File: src/hdl/output_compare_timebase_consts.vh
// Constants of the output compare time base: offsets, fields, resets.
// Assumes inclusion by bare name from the design files only.
`ifndef OUTPUT_COMPARE_TIMEBASE_CONSTS_VH
`define OUTPUT_COMPARE_TIMEBASE_CONSTS_VH

// Register indices on the plain register port
`define ADDR_CONTROL_ONE 4'h0
`define ADDR_CONTROL_TWO 4'h1
`define ADDR_PRIMARY 4'h2
`define ADDR_SECONDARY 4'h3
`define ADDR_COUNTER 4'h4
`define ADDR_STATUS 4'h5
`define ADDR_MASK 4'h6

// Control one fields
`define MODE_LSB 0
`define MODE_MSB 2
`define CLKSEL_LSB 10
`define CLKSEL_MSB 12

// Control two fields
`define SYNC_LSB 0
`define SYNC_MSB 4
`define TRIG_STATUS_BIT 6
`define TRIG_MODE_BIT 7
`define CASCADE_BIT 8

// Operating modes
`define MODE_OFF 3'h0
`define MODE_SINGLE_HIGH 3'h1
`define MODE_SINGLE_LOW 3'h2
`define MODE_TOGGLE 3'h3
`define MODE_DOUBLE_ONCE 3'h4
`define MODE_DOUBLE_CONT 3'h5
`define MODE_PWM_EDGE 3'h6
`define MODE_PWM_CENTER 3'h7

// Clock source codes
`define CLK_TICK0 3'h0
`define CLK_TICK1 3'h1
`define CLK_TICK2 3'h2
`define CLK_TICK3 3'h3
`define CLK_PIN 3'h4
`define CLK_SYSTEM 3'h7

// Sync source codes
`define SYNC_NONE 5'h00
`define SYNC_SELF 5'h1F

// Status bits
`define ST_EVENT 0
`define ST_WRAP 1
`define ST_TRIG 2

// Reset values and counter maximum
`define COUNTER_RESET 16'h0000
`define CONTROL_RESET 16'h0000
`define COUNTER_MAX 16'hFFFF

`endif

File: src/hdl/output_compare_timebase.v
// One output compare channel with its own 16-bit time base.
// Assumes sync events and timer ticks are one-cycle pulses on this clock;
// the external clock pin is asynchronous and gets synchronised here.
//
// The register offsets and the strobed register port are this design's own decisions.
`timescale 1ns/1ns
`include "output_compare_timebase_consts.vh"

////////////////////////////////////////////////////////////////////////////
// Operation
// - Free-running counter counts up, wrapping FFFF to 0000.
// - Event when counter equals primary (single, toggle modes) or secondary (double modes, PWM period end) match value.
// - Synchronous mode runs as soon as clock source is enabled.
// - Selected sync event resets counter to zero in synchronous mode.
// - Trigger mode holds counter stopped until selected event arrives.
// - Sync source select zero, and reset default, mean free-running.
// - Nonzero sync source select picks one of 31 sources.
// - Control two bit 7 set gives trigger mode, clear synchronous.
// - Odd channel lower half, even channel upper half of 32 bits.
// - Lower half wrap increments the upper half counter when cascaded.
// - Six selectable clock sources drive the channel counter.
// - Single pulse, continuous pulse and continuous PWM modes.
// - Independent primary and secondary match registers.
// - In double modes, output leaves default on primary, returns on secondary match.
// - Event flag on primary in single, secondary in double modes.
// - PWM match values latch only when the period completes.
module output_compare_timebase #(
    parameter UPPER_HALF = 0
) (
    // Clock and reset
    input wire clock,
    input wire rst_n,
    // Register port
    input wire [3:0] addr,
    input wire [15:0] wdata,
    input wire wr,
    input wire rd,
    output reg [15:0] rdata,
    // Clock sources
    input wire [3:0] timer_ticks,
    input wire clock_pin,
    // Sync and trigger sources, bit n-1 for code n of 1 to 30
    input wire [30:0] sync_events,
    // Cascade link
    input wire lower_wrap_in,
    output reg wrap_out,
    // Compare output and events
    output reg compare_out,
    output reg compare_event,
    output wire irq
);

////////////////////////////////////////////////////////////////////////////
// Reset release

reg rst_meta_q;
reg rst_sync_q;

always @(posedge clock or negedge rst_n) begin
    if (!rst_n) begin
        rst_meta_q <= 1'b0;
        rst_sync_q <= 1'b0;
    end else begin
        rst_meta_q <= 1'b1;
        rst_sync_q <= rst_meta_q;
    end
end

////////////////////////////////////////////////////////////////////////////
// Registers

reg [2:0] mode_q;
reg [2:0] clksel_q;
reg [4:0] sync_sel_q;
reg trig_status_q;
reg trigger_mode_select_q;
reg cascade_enable_q;
reg [15:0] primary_match_value_q;
reg [15:0] secondary_match_value_q;
reg [15:0] primary_live_q;
reg [15:0] secondary_live_q;
reg [15:0] compare_counter_q;
reg [2:0] status_q;
reg [2:0] mask_q;
reg shot_done_q;

wire pin_rise;

pin_tick_sync u_pin_sync (
    .clock(clock),
    .rst_n(rst_sync_q),
    .pin(clock_pin),
    .rise(pin_rise)
);

function is_pwm;
    input [2:0] m;
    begin
        is_pwm = (m == `MODE_PWM_EDGE) || (m == `MODE_PWM_CENTER);
    end
endfunction

function is_double;
    input [2:0] m;
    begin
        is_double = (m == `MODE_DOUBLE_ONCE) || (m == `MODE_DOUBLE_CONT) ||
            is_pwm(m);
    end
endfunction

////////////////////////////////////////////////////////////////////////////
// Time base

reg tick;
reg sync_hit;
wire sync_mode;
wire trig_mode;
wire running;
wire advance;
wire [15:0] count_inc;
reg [15:0] count_d;
wire prim_hit;
wire sec_hit;
wire period_end;
wire trig_set;

// Clock source select
always @* begin
    case (clksel_q)
        `CLK_TICK0: tick = timer_ticks[0];
        `CLK_TICK1: tick = timer_ticks[1];
        `CLK_TICK2: tick = timer_ticks[2];
        `CLK_TICK3: tick = timer_ticks[3];
        `CLK_PIN: tick = pin_rise;
        `CLK_SYSTEM: tick = 1'b1;
        default: tick = 1'b0;
    endcase
end

// Source code n maps to event bit n-1; self sync is the period end
always @* begin
    if (sync_sel_q == `SYNC_NONE) begin
        sync_hit = 1'b0;
    end else if (sync_sel_q == `SYNC_SELF) begin
        sync_hit = 1'b0;
    end else begin
        sync_hit = sync_events[sync_sel_q - 5'h01];
    end
end

assign sync_mode = (sync_sel_q != `SYNC_NONE) &&
    !trigger_mode_select_q;
assign trig_mode = (sync_sel_q != `SYNC_NONE) && trigger_mode_select_q;

// Counting starts with an enabled source; trigger mode also needs status
assign running = (mode_q != `MODE_OFF) &&
    (!trig_mode || trig_status_q);

// Upper half of a pair counts lower half wraps instead of ticks
assign advance = running && ((cascade_enable_q && (UPPER_HALF != 0)) ?
    lower_wrap_in : tick);
assign count_inc = compare_counter_q + 16'h0001;

assign trig_set = trig_mode && sync_hit && !trig_status_q;

// Matches judged on the value just reached
assign prim_hit = advance && (count_d == primary_live_q);
assign sec_hit = advance && (count_d == secondary_live_q);
assign period_end = is_pwm(mode_q) && advance &&
    (compare_counter_q == secondary_live_q);

always @* begin
    count_d = compare_counter_q;
    if (trig_mode && !trig_status_q) begin
        count_d = `COUNTER_RESET;
    end else if (sync_mode && sync_hit) begin
        count_d = `COUNTER_RESET;
    end else if (advance) begin
        if (period_end || (sync_mode && sync_sel_q == `SYNC_SELF &&
                compare_counter_q == secondary_live_q)) begin
            count_d = `COUNTER_RESET;
        end else begin
            count_d = count_inc;
        end
    end
end

////////////////////////////////////////////////////////////////////////////
// Register writes and time base state

wire wrap_now;
wire rd_status;

assign wrap_now = advance && (compare_counter_q == `COUNTER_MAX) &&
    !period_end;
assign rd_status = rd && (addr == `ADDR_STATUS);

always @(posedge clock or negedge rst_sync_q) begin
    if (!rst_sync_q) begin
        mode_q <= `MODE_OFF;
        clksel_q <= 3'h0;
        sync_sel_q <= `SYNC_NONE;
        trig_status_q <= 1'b0;
        trigger_mode_select_q <= 1'b0;
        cascade_enable_q <= 1'b0;
        primary_match_value_q <= 16'h0000;
        secondary_match_value_q <= 16'h0000;
        primary_live_q <= 16'h0000;
        secondary_live_q <= 16'h0000;
        compare_counter_q <= `COUNTER_RESET;
        mask_q <= 3'h0;
    end else begin
        compare_counter_q <= count_d;
        if (trig_set) begin
            trig_status_q <= 1'b1;
        end
        if (!trig_mode) begin
            trig_status_q <= 1'b0;
        end
        // Buffered values reach the comparators at period end in PWM
        if (!is_pwm(mode_q) || period_end) begin
            primary_live_q <= primary_match_value_q;
            secondary_live_q <= secondary_match_value_q;
        end
        if (wr) begin
            case (addr)
                `ADDR_CONTROL_ONE: begin
                    mode_q <= wdata[`MODE_MSB:`MODE_LSB];
                    clksel_q <= wdata[`CLKSEL_MSB:`CLKSEL_LSB];
                end
                `ADDR_CONTROL_TWO: begin
                    sync_sel_q <= wdata[`SYNC_MSB:`SYNC_LSB];
                    trigger_mode_select_q <= wdata[`TRIG_MODE_BIT];
                    cascade_enable_q <= wdata[`CASCADE_BIT];
                    // Hardware set wins over a software clear
                    trig_status_q <= wdata[`TRIG_STATUS_BIT] | trig_set;
                end
                `ADDR_PRIMARY: primary_match_value_q <= wdata;
                `ADDR_SECONDARY: secondary_match_value_q <= wdata;
                `ADDR_COUNTER: compare_counter_q <= wdata;
                `ADDR_MASK: mask_q <= wdata[2:0];
                default: mask_q <= mask_q;
            endcase
        end
    end
end

////////////////////////////////////////////////////////////////////////////
// Output waveform and events

reg out_d;
reg done_d;
reg event_d;

always @* begin
    out_d = compare_out;
    done_d = shot_done_q;
    event_d = 1'b0;
    case (mode_q)
        `MODE_SINGLE_HIGH: begin
            if (prim_hit && !shot_done_q) begin
                out_d = 1'b1;
                done_d = 1'b1;
                event_d = 1'b1;
            end
        end
        `MODE_SINGLE_LOW: begin
            if (prim_hit && !shot_done_q) begin
                out_d = 1'b0;
                done_d = 1'b1;
                event_d = 1'b1;
            end
        end
        `MODE_TOGGLE: begin
            if (prim_hit) begin
                out_d = ~compare_out;
                event_d = 1'b1;
            end
        end
        `MODE_DOUBLE_ONCE, `MODE_DOUBLE_CONT: begin
            if (prim_hit && !shot_done_q) begin
                out_d = 1'b1;
            end
            if (sec_hit && !shot_done_q) begin
                out_d = 1'b0;
                event_d = 1'b1;
                done_d = (mode_q == `MODE_DOUBLE_ONCE);
            end
        end
        `MODE_PWM_EDGE, `MODE_PWM_CENTER: begin
            // High from period start, low at the duty match
            if (period_end) begin
                out_d = (primary_match_value_q != 16'h0000);
                event_d = 1'b1;
            end else if (prim_hit) begin
                out_d = 1'b0;
            end
        end
        default: begin
            out_d = 1'b0;
            done_d = 1'b0;
        end
    endcase
    // Rewriting control one rearms a single shot
    if (wr && addr == `ADDR_CONTROL_ONE) begin
        done_d = 1'b0;
        out_d = (wdata[`MODE_MSB:`MODE_LSB] == `MODE_SINGLE_LOW);
    end
end

always @(posedge clock or negedge rst_sync_q) begin
    if (!rst_sync_q) begin
        compare_out <= 1'b0;
        shot_done_q <= 1'b0;
        compare_event <= 1'b0;
        wrap_out <= 1'b0;
        status_q <= 3'h0;
    end else begin
        compare_out <= out_d;
        shot_done_q <= done_d;
        compare_event <= event_d;
        wrap_out <= wrap_now;
        // Read clears, but a new event in the same cycle stays set
        status_q <= (rd_status ? 3'h0 : status_q) |
            {trig_set, wrap_now, event_d};
    end
end

assign irq = |(status_q & mask_q);

////////////////////////////////////////////////////////////////////////////
// Read data, one cycle after the strobe

always @(posedge clock or negedge rst_sync_q) begin
    if (!rst_sync_q) begin
        rdata <= 16'h0000;
    end else if (rd) begin
        case (addr)
            `ADDR_CONTROL_ONE:
                rdata <= {3'h0, clksel_q, 7'h00, mode_q};
            `ADDR_CONTROL_TWO:
                rdata <= {7'h00, cascade_enable_q, trigger_mode_select_q,
                    trig_status_q, 1'b0, sync_sel_q};
            `ADDR_PRIMARY: rdata <= primary_match_value_q;
            `ADDR_SECONDARY: rdata <= secondary_match_value_q;
            `ADDR_COUNTER: rdata <= compare_counter_q;
            `ADDR_STATUS: rdata <= {13'h0000, status_q};
            `ADDR_MASK: rdata <= {13'h0000, mask_q};
            default: rdata <= 16'h0000;
        endcase
    end else begin
        rdata <= 16'h0000;
    end
end

endmodule // output_compare_timebase

File: src/hdl/pin_tick_sync.v
// Two-flop synchroniser with rising edge pulse for an external clock pin.
// Assumes the pin is slower than half the system clock.
`timescale 1ns/1ns

module pin_tick_sync (
    // Clock and reset
    input wire clock,
    input wire rst_n,
    // Pin and pulse
    input wire pin,
    output wire rise
);

reg meta_q;
reg sync_q;
reg last_q;

always @(posedge clock or negedge rst_n) begin
    if (!rst_n) begin
        meta_q <= 1'b0;
        sync_q <= 1'b0;
        last_q <= 1'b0;
    end else begin
        meta_q <= pin;
        sync_q <= meta_q;
        last_q <= sync_q;
    end
end

// Edge taken only past the second flop
assign rise = sync_q & ~last_q;

endmodule // pin_tick_sync

File: config.mk
export PLATFORM = sky130hd
export DESIGN_NAME = output_compare_timebase
export DESIGN_NICKNAME = d
export VERILOG_FILES = /design/src/hdl/output_compare_timebase.v /design/src/hdl/pin_tick_sync.v
export VERILOG_INCLUDE_DIRS = /design/src /design/src/hdl
export SDC_FILE = /design/constraint.sdc
export NUM_CORES = 1
export LEC_CHECK = 0
export ABC_AREA = 1
export BUFFER_PORTS_ARGS = -buffer_cell sky130_fd_sc_hd__buf_2
export CAP_MARGIN = 20
export CORE_MARGIN = 5
export CORE_UTILIZATION = 35
export CTS_CLUSTER_SIZE = 20
export DETAILED_ROUTE_END_ITERATION = 8
export PLACE_DENSITY_LB_ADDON = 0.1
export RECOVER_POWER = 50
export SYNTH_ARGS = -nofsm -noshare
export SYNTH_HDL_FRONTEND = slang
export SYNTH_SLANG_ARGS = --single-unit
File: constraint.sdc
create_clock -name clock -period 8.7 [get_ports clock]
set_clock_uncertainty 0.2 [all_clocks]
set_input_delay 1.74 -clock clock [delete_from_list [all_inputs] [get_ports clock]]
set_output_delay 1.74 -clock clock [all_outputs]
set_load 0.01 [all_outputs]
==> impl_metrics.ini <==
[run_status]
status = complete, but fails checks
violations = max-capacitance violations, max-slew violations

[clocking]
postCtsSetupRepairBufs = 0
cts_num_sinks = 125
ctsResizeCount = 0
tritoncts = yes
clk_latency_ns = 0.42
clk_pin_slew_worst_paths_ns = 0.06
htreeDepth = 4
cts_max_path_buffers = 2
root_buffer = clkbuf_16
hold_buffers = 0
cts_buffers = 17

[setup_path]
timing.rr.end = compare_out$_DFFE_PN0P_
cp.arrival_ns = 4.91
start_kind = flip-flop
crit_start = sync_sel_q[0]$_DFFE_PN0P_
r2r_slack_ns = 3.89
timing.rr.start = sync_sel_q[0]$_DFFE_PN0P_
crit_fanout = 32
reg2reg_depth = 21
endpoint_kind = flip-flop
timing_worst_setup_path_type = reg -> reg
worst_ep_required_time_ns = 8.80

[sta]
max_freq_mhz = 208.0
min_period_ns = 4.808
fin_crit_sh = 0.5526
relSlewSlack = -0.3181
worstMarginPinSlew_ns = 1.977
setup_violations = 0
rsz0062_at_grt = no
tns_ns = 0
finalMaxSlewViolations = 50
hold_viol_final = 0

[synth]
synth_warnings = 0
ys_seq_elements = 125
synth-edff-count = 0
synth.top_cell.area_share = 0.4186
yosysSeqAreaShare = 0.4186
synth_top_cell_by_area = dfrtp_1
synthCells = 1042
synth_most_common_cell = nand2_1
avgSynthCellArea_um2 = 7.171
synth.distinct_cells = 47
synth_area_leaders = dfrtp_1, nand2_1, inv_1
synth.top_cells.by_count = nand2_1, dfrtp_1, inv_1, nor2_1, o21ai_0
ys.flop_type = dfrtp_1
synth-async-reset-ratio = 1.000
syn_area_um2 = 7472
syn-num-nets = 1107

[cells_and_area]
num_antenna_cells = 0
drive_gt1_frac = 0.1517
area_growth_pct = 15.91
postLayoutCellArea_um2 = 8661
nNetsFinal = 1181

[floorplan]
core.rowCount = 53
dieArea_um2 = 24370
io_pins = 81
die_height_um = 156.1
initial_core_util = 0.3555
die-width_um = 156.1
core_um2 = 21020

[placed_design]
portBuffers = 79
place_congestion = 0.8987
dpl_cell_area_um2 = 8092
dp_hpwl_um = 18490

[min_path]
hold_depth = 0
hold_start = u_pin_sync.meta_q$_DFF_PN0_
min_to = u_pin_sync.sync_q$_DFF_PN0_
hp-class = reg -> reg

[global_routing]
grt_pass1_vias = 6784
grt_util_all_layers = 0.2069
grt_first_pass_wirelength_um = 38440
grt_max_degree = 76
grt_overflow = 0
antenna_found_initial = 0

[route]
wl_per_cell_um = 17.43
vias_per_cell = 4.926
firstDrtPassIters = 5
ant_nets = 0
wl_met3_um = 1102
top_layer = met4
drc = 0
vias = 6906
wl_met1_um = 11510
drt_iter0_markers = 425
wl_um = 24430
wl_met2_um = 11290

[power_and_ir_drop]
seqPwrFrac = 0.359
p_switching_uw = 917.2
p_leak_uw = 0.004385
swShare = 0.4008
peakVddDrop_mv = 0.1418
total_power_uw = 2289
comb_power_share = 0.344
clockPowerShare = 0.296
cell_internal_pwr_uw = 1371
cellPowerDensity_nw_per_um2 = 264.2

[job]
maxCapViolCount = 1
cells in the final DEF (no fill, tap or decap), drive strengths merged, types with 2 or more instances in the layout:
| cell | n |
|---|---|
| nand2 | 345 |
| inv | 134 |
| dfrtp | 125 |
| nor2 | 119 |
| o21ai | 86 |
| nand3 | 84 |
| buf | 81 |
| clkbuf | 29 |
| a21oi | 25 |
| nand4 | 16 |
| o22ai | 13 |
| xnor2 | 10 |
| a221oi | 10 |
| nor3 | 8 |
| xor2 | 6 |
| o221ai | 5 |
| clkinv | 5 |
| ha | 4 |
| nand3b | 3 |
| clkinvlp | 3 |
| nor4 | 3 |
| and2 | 2 |
metal layers:
layer  up-vias  GRT usage
met2       150     0.3274
met4         0    0.06653
met3        30    0.03578
li1       3470          -
met5         -          0
met1      3256     0.2895
worst max-delay path, stage by stage (launching register included):
cell and delay (ns):
dfrtp_1 0.69, inv_2 0.32, ha_1 0.55, inv_1 0.21, nand3_1 0.12, nand3_1 0.10
nand3_1 0.09, nand3_1 0.06, nand2_1 0.13, nand3_2 0.62, inv_1 0.38, nor2_4 0.10
nand2_1 0.13, nand2_1 0.06, nand2_1 0.11, nand2_1 0.07, nor2_2 0.12, nand3_2 0.14
nor2_2 0.13, nor2_1 0.06, a21oi_1 0.17, a21oi_1 0.09
how the worst max path moves through the flow:
stage	end	slack [ns]	cells after the start
after floorplan	cascade_enable_q$_DFFE_PN0P_	4.76	0
after global placement	compare_out$_DFFE_PN0P_	3.78	20
after detailed placement	compare_out$_DFFE_PN0P_	3.79	20
after CTS	compare_out$_DFFE_PN0P_	3.81	21
after global routing	compare_out$_DFFE_PN0P_	3.40	21
final	compare_out$_DFFE_PN0P_	3.89	21
logic make-up (layout without fill, tap and decap cells):
group,Yosys count,after routing,share of synthesized area
DFF,125,125,0.4186
and+or+nand+nor,580,580,0.3471
AOI/OAI and AO/OA,148,148,0.1144
other,1,1,0.0005019
xor gates and xnor gates,16,16,0.01875
adders and majority gates,4,4,0.006698
buffers and inverters,168,253,0.09394
sequential cells by signal, summed over array words and instances, names as in the netlist, 5 cells and up:
name	flops
rdata	16
primary_live_q	16
secondary_live_q	16
secondary_match_value_q	16
compare_counter_q	16
sync_sel_q	5
primary_match_value_q	16
power groups by stage:
stage | clock, uW | combinational [uW] | sequential, uW
4_1_cts | 691 | 793 | 822
3_3_place_gp | 0 | 788 | 829
2_1_floorplan | 0 | 608 | 796
6_report | 679 | 788 | 822
3_5_place_dp | 0 | 791 | 829
5_1_grt | 719 | 890 | 843
area by class of cell:
class | instances | area [um^2]
Fill cell | 2280 | 12360
Multi-Input combinational cell | 749 | 3656
Inverter | 137 | 519.2
Tap cell | 275 | 344.1
Timing Repair Buffer | 86 | 459.2
Clock inverter | 6 | 62.56
Clock buffer | 24 | 491.7
Sequential cell | 125 | 3128
stage by stage:
| step | setup WS [ns] | hold slack [ns] | std cells | utilization |
|---|---|---|---|---|
| after floorplan | 4.760 | 0.1312 | 1042 | - |
| after global placement | 3.780 | 0.1349 | 1371 | 0.3849 |
| after detailed placement | 3.792 | 0.1364 | 1371 | 0.3849 |
| after CTS | 3.808 | 0.1492 | 1401 | 0.4113 |
| after global routing | 3.401 | 0.1752 | 1402 | 0.4120 |
| final | 3.892 | 0.1463 | 1402 | 0.4120 |
(Power assumes the default switching activity.)
